File: src/design/rph_consts.vh
// Purpose: constants for the radio packet handler and sequencer block
// Assumes: 8-bit register port, byte addresses as printed
// Notes: included by rph_top.v
`ifndef RPH_CONSTS_VH
`define RPH_CONSTS_VH
// register addresses
`define RPH_A_LEADIN_HI   8'h25
`define RPH_A_LEADIN_LO   8'h26
`define RPH_A_FMT         8'h30
`define RPH_A_MODE        8'h31
`define RPH_A_LEN_LO      8'h32
`define RPH_A_OWN_ID      8'h33
`define RPH_A_ALL_ID      8'h34
`define RPH_A_THRESH      8'h35
`define RPH_A_SEQ1        8'h36
`define RPH_A_SEQ2        8'h37
`define RPH_A_STATUS      8'h38
// reset values
`define RPH_RST_FMT       8'h90
`define RPH_RST_MODE      8'h40
`define RPH_RST_LEN_LO    8'h40
`define RPH_RST_ID        8'h00
`define RPH_RST_THRESH    8'h8f
`define RPH_RST_SEQ1      8'h00
`define RPH_RST_SEQ2      8'h00
`define RPH_RST_LEADIN    16'h0003
// field positions
`define RPH_F_LENKIND     7
`define RPH_F_CODING_HI   6
`define RPH_F_CODING_LO   5
`define RPH_F_CHKEN       4
`define RPH_F_KEEPBUF     3
`define RPH_F_FILT_HI     2
`define RPH_F_FILT_LO     1
`define RPH_F_VARIANT     0
`define RPH_F_PKTMODE     6
`define RPH_F_REPEAT      3
`define RPH_F_LEN_HI      2
`define RPH_F_TRIG        7
`define RPH_F_MARK_HI     5
`define RPH_F_LAUNCH      7
`define RPH_F_HALT        6
`define RPH_F_PAUSEPWR    5
`define RPH_F_LT_HI       4
`define RPH_F_LT_LO       3
`define RPH_F_QUIET       2
`define RPH_F_PAUSEX      1
`define RPH_F_SENDX       0
`define RPH_F_LX_HI       7
`define RPH_F_LX_LO       5
// codes
`define RPH_FILT_OWN      2'h1
`define RPH_FILT_ALL      2'h2
`define RPH_LT_QUIET      2'h0
`define RPH_LT_RX         2'h1
`define RPH_LT_TX         2'h2
`define RPH_LX_READY_PR   3'h1
`define RPH_LX_READY_LP   3'h2
`define RPH_LX_CHK_PR     3'h3
`define RPH_MODE_SLEEP    2'h0
`define RPH_MODE_STBY     2'h1
`define RPH_MODE_TX       2'h2
`define RPH_MODE_RX       2'h3
`define RPH_ZERO8         8'h00
`define RPH_ONE8          8'h01
`endif

File: src/design/rph_top.v
// Purpose: packet handler settings and top-level sequencer of a radio
// Assumes: buffer, modem and timers outside give counts and events
// Notes: all outputs are registered; reads answer one cycle later
//
// Operation
// frame_length_kind 0 fixed, 1 variable; resets to variable.
// line_balance_coding none, Manchester, whitening, reserved; resets to none.
// checksum_enable appends on transmit and checks on receive; resets on.
// bad check flushes and restarts unless keep bit, which raises ready.
// address filter off, own id, own or all ids; eight-bit ids.
// variant selects CCITT/standard whitening or IBM/alternate whitening.
// framing_vs_raw_select 0 continuous, 1 packet mode; resets packet.
// repeat_frame_enable gives beacon, only in fixed-length framing.
// eleven-bit body count; fixed length, or variable receive maximum.
// send trigger on fill level, or when buffer is not empty.
// fill flag when buffer count at least mark plus one; mark resets 15.
// launch honoured only from Sleep or Standby chip mode.
// halt forces sequencer off at once; reads back zero.
// idle state holds Standby or Sleep per pause_power_select.
// launch_target picks low-power, receive, transmit, or transmit on fill.
// low-power selection goes off with initial mode, or to idle.
// idle exits on timer one event to transmit or receive.
// transmit exits on frame sent to low-power selection or receive.
// lead-in length is sixteen bits, resets to three.
// listen_exit_target picks receive-state exit event and destination.
// launch self-clears after the start transition; reads zero.
//
// Design decision made here: the strobed register port.
`timescale 1ns/10ps
`default_nettype none
`include "rph_consts.vh"
module rph_top
(
  input wire core_clk_i,
  input wire rst_n_i,
  input wire [7:0] reg_addr_i,
  input wire [7:0] reg_wdata_i,
  input wire reg_wr_i,
  input wire reg_rd_i,
  input wire [7:0] buf_count_i,
  input wire timer_one_event_i,
  input wire frame_sent_i,
  input wire rx_frame_done_i,
  input wire rx_check_ok_i,
  input wire [7:0] rx_addr_byte_i,
  input wire rx_addr_valid_i,
  input wire [1:0] chip_mode_i,
  input wire rx_other_event_i,
  output reg [7:0] reg_rdata_o,
  output reg buffer_fill_flag_o,
  output reg send_start_o,
  output reg body_received_flag_o,
  output reg check_pass_flag_o,
  output reg buffer_flush_o,
  output reg rx_restart_o,
  output reg addr_drop_o,
  output reg [1:0] mode_req_o,
  output reg mode_req_valid_o,
  output reg [4:0] seq_state_o
);
  // ----------------------------------------------------------------
  // reset release
  // ----------------------------------------------------------------
  reg rst_meta_q;
  reg rst_sync_q;
  // two stages so release never lands near an edge
  always @(posedge core_clk_i or negedge rst_n_i)
  begin
    if (!rst_n_i)
    begin
      rst_meta_q <= 1'b0;
      rst_sync_q <= 1'b0;
    end
    else
    begin
      rst_meta_q <= 1'b1;
      rst_sync_q <= rst_meta_q;
    end
  end
  wire rst_n = rst_sync_q;

  // ----------------------------------------------------------------
  // registers
  // ----------------------------------------------------------------
  reg [7:0] fmt_q;
  reg [7:0] mode_q;
  reg [7:0] len_lo_q;
  reg [7:0] own_id_q;
  reg [7:0] all_id_q;
  reg [7:0] thresh_q;
  reg [7:0] seq1_q;
  reg [7:0] seq2_q;
  reg [15:0] leadin_q;
  reg launch_q;
  reg halt_q;
  wire wr_fmt = reg_wr_i && (reg_addr_i == `RPH_A_FMT);
  wire wr_seq1 = reg_wr_i && (reg_addr_i == `RPH_A_SEQ1);

  // software writes; trigger bits are held apart as one-cycle strobes
  always @(posedge core_clk_i or negedge rst_n)
  begin
    if (!rst_n)
    begin
      fmt_q <= `RPH_RST_FMT;
      mode_q <= `RPH_RST_MODE;
      len_lo_q <= `RPH_RST_LEN_LO;
      own_id_q <= `RPH_RST_ID;
      all_id_q <= `RPH_RST_ID;
      thresh_q <= `RPH_RST_THRESH;
      seq1_q <= `RPH_RST_SEQ1;
      seq2_q <= `RPH_RST_SEQ2;
      leadin_q <= `RPH_RST_LEADIN;
      launch_q <= 1'b0;
      halt_q <= 1'b0;
    end
    else
    begin
      launch_q <= wr_seq1 && reg_wdata_i[`RPH_F_LAUNCH];
      halt_q <= wr_seq1 && reg_wdata_i[`RPH_F_HALT];
      if (wr_fmt)
        fmt_q <= reg_wdata_i;
      if (reg_wr_i)
      begin
        case (reg_addr_i)
          `RPH_A_MODE: mode_q <= {1'b0, reg_wdata_i[6:0]};
          `RPH_A_LEN_LO: len_lo_q <= reg_wdata_i;
          `RPH_A_OWN_ID: own_id_q <= reg_wdata_i;
          `RPH_A_ALL_ID: all_id_q <= reg_wdata_i;
          `RPH_A_THRESH: thresh_q <= {reg_wdata_i[7], 1'b0,
                                      reg_wdata_i[5:0]};
          `RPH_A_SEQ1: seq1_q <= {2'b00, reg_wdata_i[5:0]};
          `RPH_A_SEQ2: seq2_q <= reg_wdata_i;
          `RPH_A_LEADIN_HI: leadin_q[15:8] <= reg_wdata_i;
          `RPH_A_LEADIN_LO: leadin_q[7:0] <= reg_wdata_i;
          default: ;
        endcase
      end
    end
  end

  // ----------------------------------------------------------------
  // field decode
  // ----------------------------------------------------------------
  wire fixed_len = !fmt_q[`RPH_F_LENKIND];
  wire [1:0] coding = fmt_q[`RPH_F_CODING_HI:`RPH_F_CODING_LO];
  wire chk_en = fmt_q[`RPH_F_CHKEN];
  wire keep_buf = fmt_q[`RPH_F_KEEPBUF];
  wire [1:0] filt = fmt_q[`RPH_F_FILT_HI:`RPH_F_FILT_LO];
  wire variant = fmt_q[`RPH_F_VARIANT];
  wire pkt_mode = mode_q[`RPH_F_PKTMODE];
  // beacon only honoured with fixed framing
  wire beacon = mode_q[`RPH_F_REPEAT] && fixed_len;
  wire [10:0] body_count = {mode_q[`RPH_F_LEN_HI:0], len_lo_q};
  wire [7:0] mark_p1 = {2'b00, thresh_q[`RPH_F_MARK_HI:0]} + `RPH_ONE8;
  wire [1:0] launch_tgt = seq1_q[`RPH_F_LT_HI:`RPH_F_LT_LO];
  wire [2:0] listen_x = seq2_q[`RPH_F_LX_HI:`RPH_F_LX_LO];
  wire fill_now = (buf_count_i >= mark_p1);
  // not-empty start avoids waiting on a mark the frame never reaches
  wire trig_now = thresh_q[`RPH_F_TRIG] ?
                  (buf_count_i != `RPH_ZERO8) : fill_now;

  // ----------------------------------------------------------------
  // receive filtering and checking
  // ----------------------------------------------------------------
  wire own_hit = (rx_addr_byte_i == own_id_q);
  wire all_hit = (rx_addr_byte_i == all_id_q);
  reg addr_ok;
  // reserved code passes frames unfiltered
  always @*
  begin
    case (filt)
      `RPH_FILT_OWN: addr_ok = own_hit;
      `RPH_FILT_ALL: addr_ok = own_hit || all_hit;
      default: addr_ok = 1'b1;
    endcase
  end
  wire rx_pkt = pkt_mode && rx_frame_done_i;
  wire chk_bad = chk_en && !rx_check_ok_i;
  wire ready_ev = rx_pkt && (!chk_bad || keep_buf);
  wire chk_ev = rx_pkt && !chk_bad;

  // ----------------------------------------------------------------
  // sequencer
  // ----------------------------------------------------------------
  localparam S_OFF = 5'h01;
  localparam S_IDLE = 5'h02;
  localparam S_TX = 5'h04;
  localparam S_RX = 5'h08;
  localparam S_TXWAIT = 5'h10;
  reg [4:0] st_q;
  reg [4:0] st_d;
  reg [1:0] init_mode_q;
  reg [1:0] mode_d;
  wire low_ok = (chip_mode_i == `RPH_MODE_SLEEP) ||
                (chip_mode_i == `RPH_MODE_STBY);
  wire go = launch_q && low_ok && (st_q == S_OFF);
  // quiet landing: off restores the initial mode, idle holds low power
  wire [4:0] quiet_st = seq1_q[`RPH_F_QUIET] ? S_IDLE : S_OFF;
  wire [1:0] idle_mode = seq1_q[`RPH_F_PAUSEPWR] ?
                         `RPH_MODE_SLEEP : `RPH_MODE_STBY;
  reg rx_exit;
  reg [4:0] rx_dest;
  always @*
  begin
    case (listen_x)
      `RPH_LX_READY_PR: rx_exit = ready_ev;
      `RPH_LX_READY_LP: rx_exit = ready_ev;
      `RPH_LX_CHK_PR: rx_exit = chk_ev;
      default: rx_exit = rx_other_event_i;
    endcase
    rx_dest = (listen_x == `RPH_LX_READY_LP) ? quiet_st : S_OFF;
  end

  // next state; halt overrides everything
  always @*
  begin
    st_d = st_q;
    case (st_q)
      S_OFF:
        if (go)
        begin
          case (launch_tgt)
            `RPH_LT_QUIET: st_d = quiet_st;
            `RPH_LT_RX: st_d = S_RX;
            `RPH_LT_TX: st_d = S_TX;
            default: st_d = S_TXWAIT;
          endcase
        end
      S_TXWAIT:
        if (fill_now)
          st_d = S_TX;
      S_IDLE:
        if (timer_one_event_i)
          st_d = seq1_q[`RPH_F_PAUSEX] ? S_RX : S_TX;
      S_TX:
        if (frame_sent_i)
          st_d = seq1_q[`RPH_F_SENDX] ? S_RX : quiet_st;
      S_RX:
        if (rx_exit)
          st_d = rx_dest;
      default: st_d = S_OFF;
    endcase
    if (halt_q)
      st_d = S_OFF;
  end

  // requested chip mode per state
  always @*
  begin
    case (st_d)
      S_IDLE: mode_d = idle_mode;
      S_TX: mode_d = `RPH_MODE_TX;
      S_RX: mode_d = `RPH_MODE_RX;
      S_TXWAIT: mode_d = `RPH_MODE_TX;
      default: mode_d = init_mode_q;
    endcase
  end

  // ----------------------------------------------------------------
  // state, outputs and read data
  // ----------------------------------------------------------------
  reg [7:0] rd_d;
  always @*
  begin
    case (reg_addr_i)
      `RPH_A_FMT: rd_d = fmt_q;
      `RPH_A_MODE: rd_d = mode_q;
      `RPH_A_LEN_LO: rd_d = len_lo_q;
      `RPH_A_OWN_ID: rd_d = own_id_q;
      `RPH_A_ALL_ID: rd_d = all_id_q;
      `RPH_A_THRESH: rd_d = thresh_q;
      `RPH_A_SEQ1: rd_d = seq1_q;
      `RPH_A_SEQ2: rd_d = seq2_q;
      `RPH_A_LEADIN_HI: rd_d = leadin_q[15:8];
      `RPH_A_LEADIN_LO: rd_d = leadin_q[7:0];
      `RPH_A_STATUS: rd_d = {beacon, coding, variant, st_q[3:0]};
      default: rd_d = `RPH_ZERO8;
    endcase
  end

  always @(posedge core_clk_i or negedge rst_n)
  begin
    if (!rst_n)
    begin
      st_q <= S_OFF;
      init_mode_q <= `RPH_MODE_STBY;
      reg_rdata_o <= `RPH_ZERO8;
      buffer_fill_flag_o <= 1'b0;
      send_start_o <= 1'b0;
      body_received_flag_o <= 1'b0;
      check_pass_flag_o <= 1'b0;
      buffer_flush_o <= 1'b0;
      rx_restart_o <= 1'b0;
      addr_drop_o <= 1'b0;
      mode_req_o <= `RPH_MODE_STBY;
      mode_req_valid_o <= 1'b0;
      seq_state_o <= S_OFF;
    end
    else
    begin
      st_q <= st_d;
      if (go)
        init_mode_q <= chip_mode_i;
      reg_rdata_o <= reg_rd_i ? rd_d : `RPH_ZERO8;
      buffer_fill_flag_o <= fill_now;
      send_start_o <= pkt_mode && trig_now;
      body_received_flag_o <= ready_ev;
      check_pass_flag_o <= chk_ev;
      // bad check without keep: flush and listen for a new frame
      buffer_flush_o <= rx_pkt && chk_bad && !keep_buf;
      rx_restart_o <= rx_pkt && chk_bad && !keep_buf;
      addr_drop_o <= pkt_mode && rx_addr_valid_i && !addr_ok;
      mode_req_o <= mode_d;
      mode_req_valid_o <= (st_d != st_q);
      seq_state_o <= st_d;
    end
  end
endmodule // rph_top
`default_nettype wire

File: config.mk
export PLATFORM = sky130hd
export DESIGN_NAME = rph_top
export DESIGN_NICKNAME = d
export VERILOG_FILES = /design/src/design/rph_top.v
export VERILOG_INCLUDE_DIRS = /design/src /design/src/design
export SDC_FILE = /design/constraint.sdc
export NUM_CORES = 1
export LEC_CHECK = 0
export BUFFER_PORTS_ARGS = -buffer_cell sky130_fd_sc_hd__buf_4
export CAP_MARGIN = 30
export CORE_MARGIN = 1.5
export CORE_UTILIZATION = 58
export CTS_CLUSTER_SIZE = 24
export DETAILED_ROUTE_END_ITERATION = 8
export GPL_TIMING_DRIVEN = 0
export PLACE_DENSITY = 0.8
export SLEW_MARGIN = 15
export SYNTH_ARGS = -nofsm -noshare
export SYNTH_HDL_FRONTEND = slang
export SYNTH_SLANG_ARGS = --single-unit
File: constraint.sdc
create_clock -name core_clk_i -period 3.5 [get_ports core_clk_i]
set_input_delay 0.175 -clock core_clk_i [delete_from_list [all_inputs] [get_ports core_clk_i]]
set_output_delay 0.175 -clock core_clk_i [all_outputs]
set_load 0.05 [all_outputs]
==> metrics.csv <==
stage,metric,value,unit
cts,clock_sinks,104,
cts,cts_setup_buffers,0,
logic_synthesis,ys_warn_count,0,
sta,hold_violations,0,
detailed_routing,drt_iter0_markers,416,
detailed_routing,firstDrtPassIters,7,
sta,whs,0.0437,ns
worst_setup_path,crit_arrival,3.19,ns
logic_synthesis,syn_inst,489,
global_routing,antenna_found_initial,0,
detailed_routing,routed_wirelength,14500,µm
power,power_density,385,mW/mm²
cts,htreeDepth,3,
sta,rsz0062_at_grt,false,
final_layout,final_util,69.1,%
global_routing,first_global_vias,4195,
cts,clockBufferDepth,2,
detailed_routing,vias_per_cell,6.26,
global_routing,overflow,0,
sta,post-route-min-period,2.94,ns
sta,fin_crit_sh,84.0,%
floorplan,io_pins,67,
logic_synthesis,async_flop_share,100,%
worst_setup_path,start_kind,register,
worst_setup_path,cpPeakStageDelay,0.59,ns
floorplan,fp.dieW,100,µm
floorplan,die-area,0.0101,mm²
placement,dp_hpwl,10600,µm
logic_synthesis,yosysTopAreaCell,dfrtp_1,
flow_run,maxCapViolCount,0,
floorplan,start_util,59.6,%
detailed_routing,postRouteAntennaNets,0,
placement,place_congestion,0.970,
logic_synthesis,avgSynthCellArea,11.3,µm²
global_routing,grt_start_max_net_pins,42,
worst_setup_path,worst-path-buf-inv,0,
logic_synthesis,synthesis.area,0.00551,mm²
worst_setup_path,cpLargestDelayFamily,compound AO/OA/AOI/OAI gates,
placement,port_buffers,58,
worst_setup_path,required,3.75,ns
cts,cts_tree,yes,
worst_setup_path,crit_path_max_fanout,5,
final_layout,antennaDiodeCount,0,
detailed_routing,drc,0,
power,ir_drop,0.306,mV
worst_setup_path,crit_top_cell,ha_1,
logic_synthesis,synth_edf_count,0,
worst_setup_path,cp-end-kind,register,
global_routing,grt_pass1_wl,22800,µm
logic_synthesis,synth.area.top_cells,"dfrtp_1 41%, mux2_2 15%, dfstp_2 6.7%",
cts,cts_buffers,9,
logic_synthesis,ys_seq_area_share,47.5,%
final_layout,fin_nets,615,
final_layout,final_layout_size_suffix_gt1_share,34.6,%
floorplan,num_rows,35,
sta,max_clock_freq,340,MHz
worst_setup_path,crit_type,register to register,
floorplan,design.core.area,0.00924,mm²
logic_synthesis,yosys.cell_count.top_type,dfrtp_1,
min_path,hp-class,input port to register,
placement,place_ws,0.588,ns
sta,finClkSkew,0.0105,ns
logic_synthesis,synthFlopType,dfrtp_1,
power,cellLeakagePower,2.95,nW
sta,setup_ws,0.559,ns
sta,slew_headroom,43.2,%
floorplan,die_h,100,µm
outcome,status,"finished, final reports clean",
logic_synthesis,synth_common_cells,"90 x dfrtp_1, 72 x mux2_2, 37 x nand2_1, 26 x o21ai_0, 18 x nand3_1",
sta,drv_slew,0,
sta,finalSetupViolations,0,
logic_synthesis,ys_ff_latch,104,
worst_setup_path,critPathSlowestCell,dfstp_2,
logic_synthesis,yosys.cell_types.count,73,
cts,clkLatencyLatePin,0.36,ns
cts,cts_root_buffer,clkbuf_8,
power,total_power,2.46,mW
cts,path_clk_slew,0.10,ns
logic_synthesis,yosysTopAreaCellShare,40.9,%
logic_synthesis,synth_fp_nets,543,
detailed_routing,vias,4352,
global_routing,track_usage,30.5,%
worst_setup_path,path_cells,ha_1 -> nand3_1 -> or2_2 -> ha_1 -> and4b_1 -> o21ai_0 -> o21ai_1 -> nand2b_1 -> a221o_1 -> a2111o_1,
final_layout,area_delta_synth_final,15.8,%
sta,tightestPinTransition,0.842,ns
detailed_routing,avgRoutedWirePerCell,20.9,µm
==> logic make-up (layout without fill, tap and decap cells) <==
logic type	count (synthesis)	after routing	synth area share, %
mux	81	81	16.6
other cells	1	1	0.0681
fa+ha+maj	10	10	2.27
compound gates	92	92	12.1
xor+xnor	22	22	3.50
buf+inv	40	117	3.22
simple gates	139	139	14.7
flops	104	104	47.5
==> layer usage <==
| metal | vias up | share of wire [%] | track usage [%] |
|---|---|---|---|
| met1 | 2179 | 40 | 40.2 |
| met4 | 0 | 2.7 | 10.5 |
| met3 | 41 | 7.8 | 6.38 |
| li1 | 1925 | - | - |
| met5 | - | 0 | 0 |
| met2 | 207 | 49 | 50.5 |
==> final timing paths <==
path	to	from	depth (start not counted)	slack, ns
worst max-delay path	mode_req_valid_o	thresh_q[1]	10	0.56
worst min-delay path	init_mode_q[0]	chip_mode_i[0]	2	0.04
worst max register to register	mode_req_valid_o	thresh_q[1]	10	0.56
worst min register to register	leadin_q[9]	rst_n	0	0.24
max in group asynchronous	thresh_q[7]	rst_n	2	2.41
min in group asynchronous	rst_n	rst_n_i	2	0.11
==> cell usage in the layout, fill, tap and decap left out, types with 3 or more instances in the layout <==
cell type	n
dfrtp_1	89
mux2_2	72
buf_4	59
nand2_1	37
o21ai_0	26
nand3_1	18
nor2_1	16
a21oi_1	16
dfstp_2	14
xor2_1	12
inv_1	12
clkbuf_1	11
xnor2_1	10
nor2b_1	10
ha_1	10
clkbuf_8	10
mux2i_1	8
buf_1	7
and3_1	6
buf_2	6
a31oi_1	6
nor3_1	6
a221oi_1	5
a22oi_1	5
nand3_2	5
nand2b_1	4
nor4_1	4
o22ai_1	4
a211oi_1	3
nand3b_1	3
o211a_1	3
or3_1	3
nand4_1	3
==> registers in the layout, summed over array words and instances (netlist names), 7 cells and up <==
| name | cells |
|---|---|
| all_id_q | 8 |
| fmt_q | 8 |
| leadin_q | 16 |
| len_lo_q | 8 |
| mode_q | 7 |
| own_id_q | 8 |
| reg_rdata_o | 8 |
| seq2_q | 8 |
| thresh_q | 7 |
==> area by class of cell <==
type,instances,area [µm²]
clock inverters,5,81.3
fillers,712,2860
multi-input cells,345,2710
clock buffers,11,141
plain buffers,27,129
flip-flops and latches,104,2620
well taps,129,161
repair buffers,61,485
inverters,13,48.8
==> per-stage QoR <==
stage	instances	setup TNS (ns)	cell area (µm²)
2_1_floorplan	489	0	5510
3_3_place_gp	676	-49.42	6110
3_5_place_dp	678	0	6150
4_1_cts	695	0	6380
5_1_grt	695	0	6380
6_report	695	0	6380
==> report_power, final <==
group | switching (mW) | internal (mW) | total, mW | leakage, nW
clock network | 0.404 | 0.423 | 0.827 | 0.110
registers | 0.0508 | 1.26 | 1.31 | 1.38
logic | 0.183 | 0.139 | 0.322 | 1.46
total | 0.638 | 1.82 | 2.46 | 2.95
==> timing repair <==
action                    CTS  global route
hold endpoints to repair    2             0
hold buffers                1             0
resized for setup           0             0
==> worst register-to-register path, delay by kind of cell, from the launching register on <==
| family | cells | cell delay [ns] |
|---|---|---|
| compound gates | 4 | 0.92 |
| flops | 1 | 0.59 |
| fa+ha+maj | 2 | 0.49 |
| simple gates | 4 | 0.84 |
(Power assumes the default switching activity.)
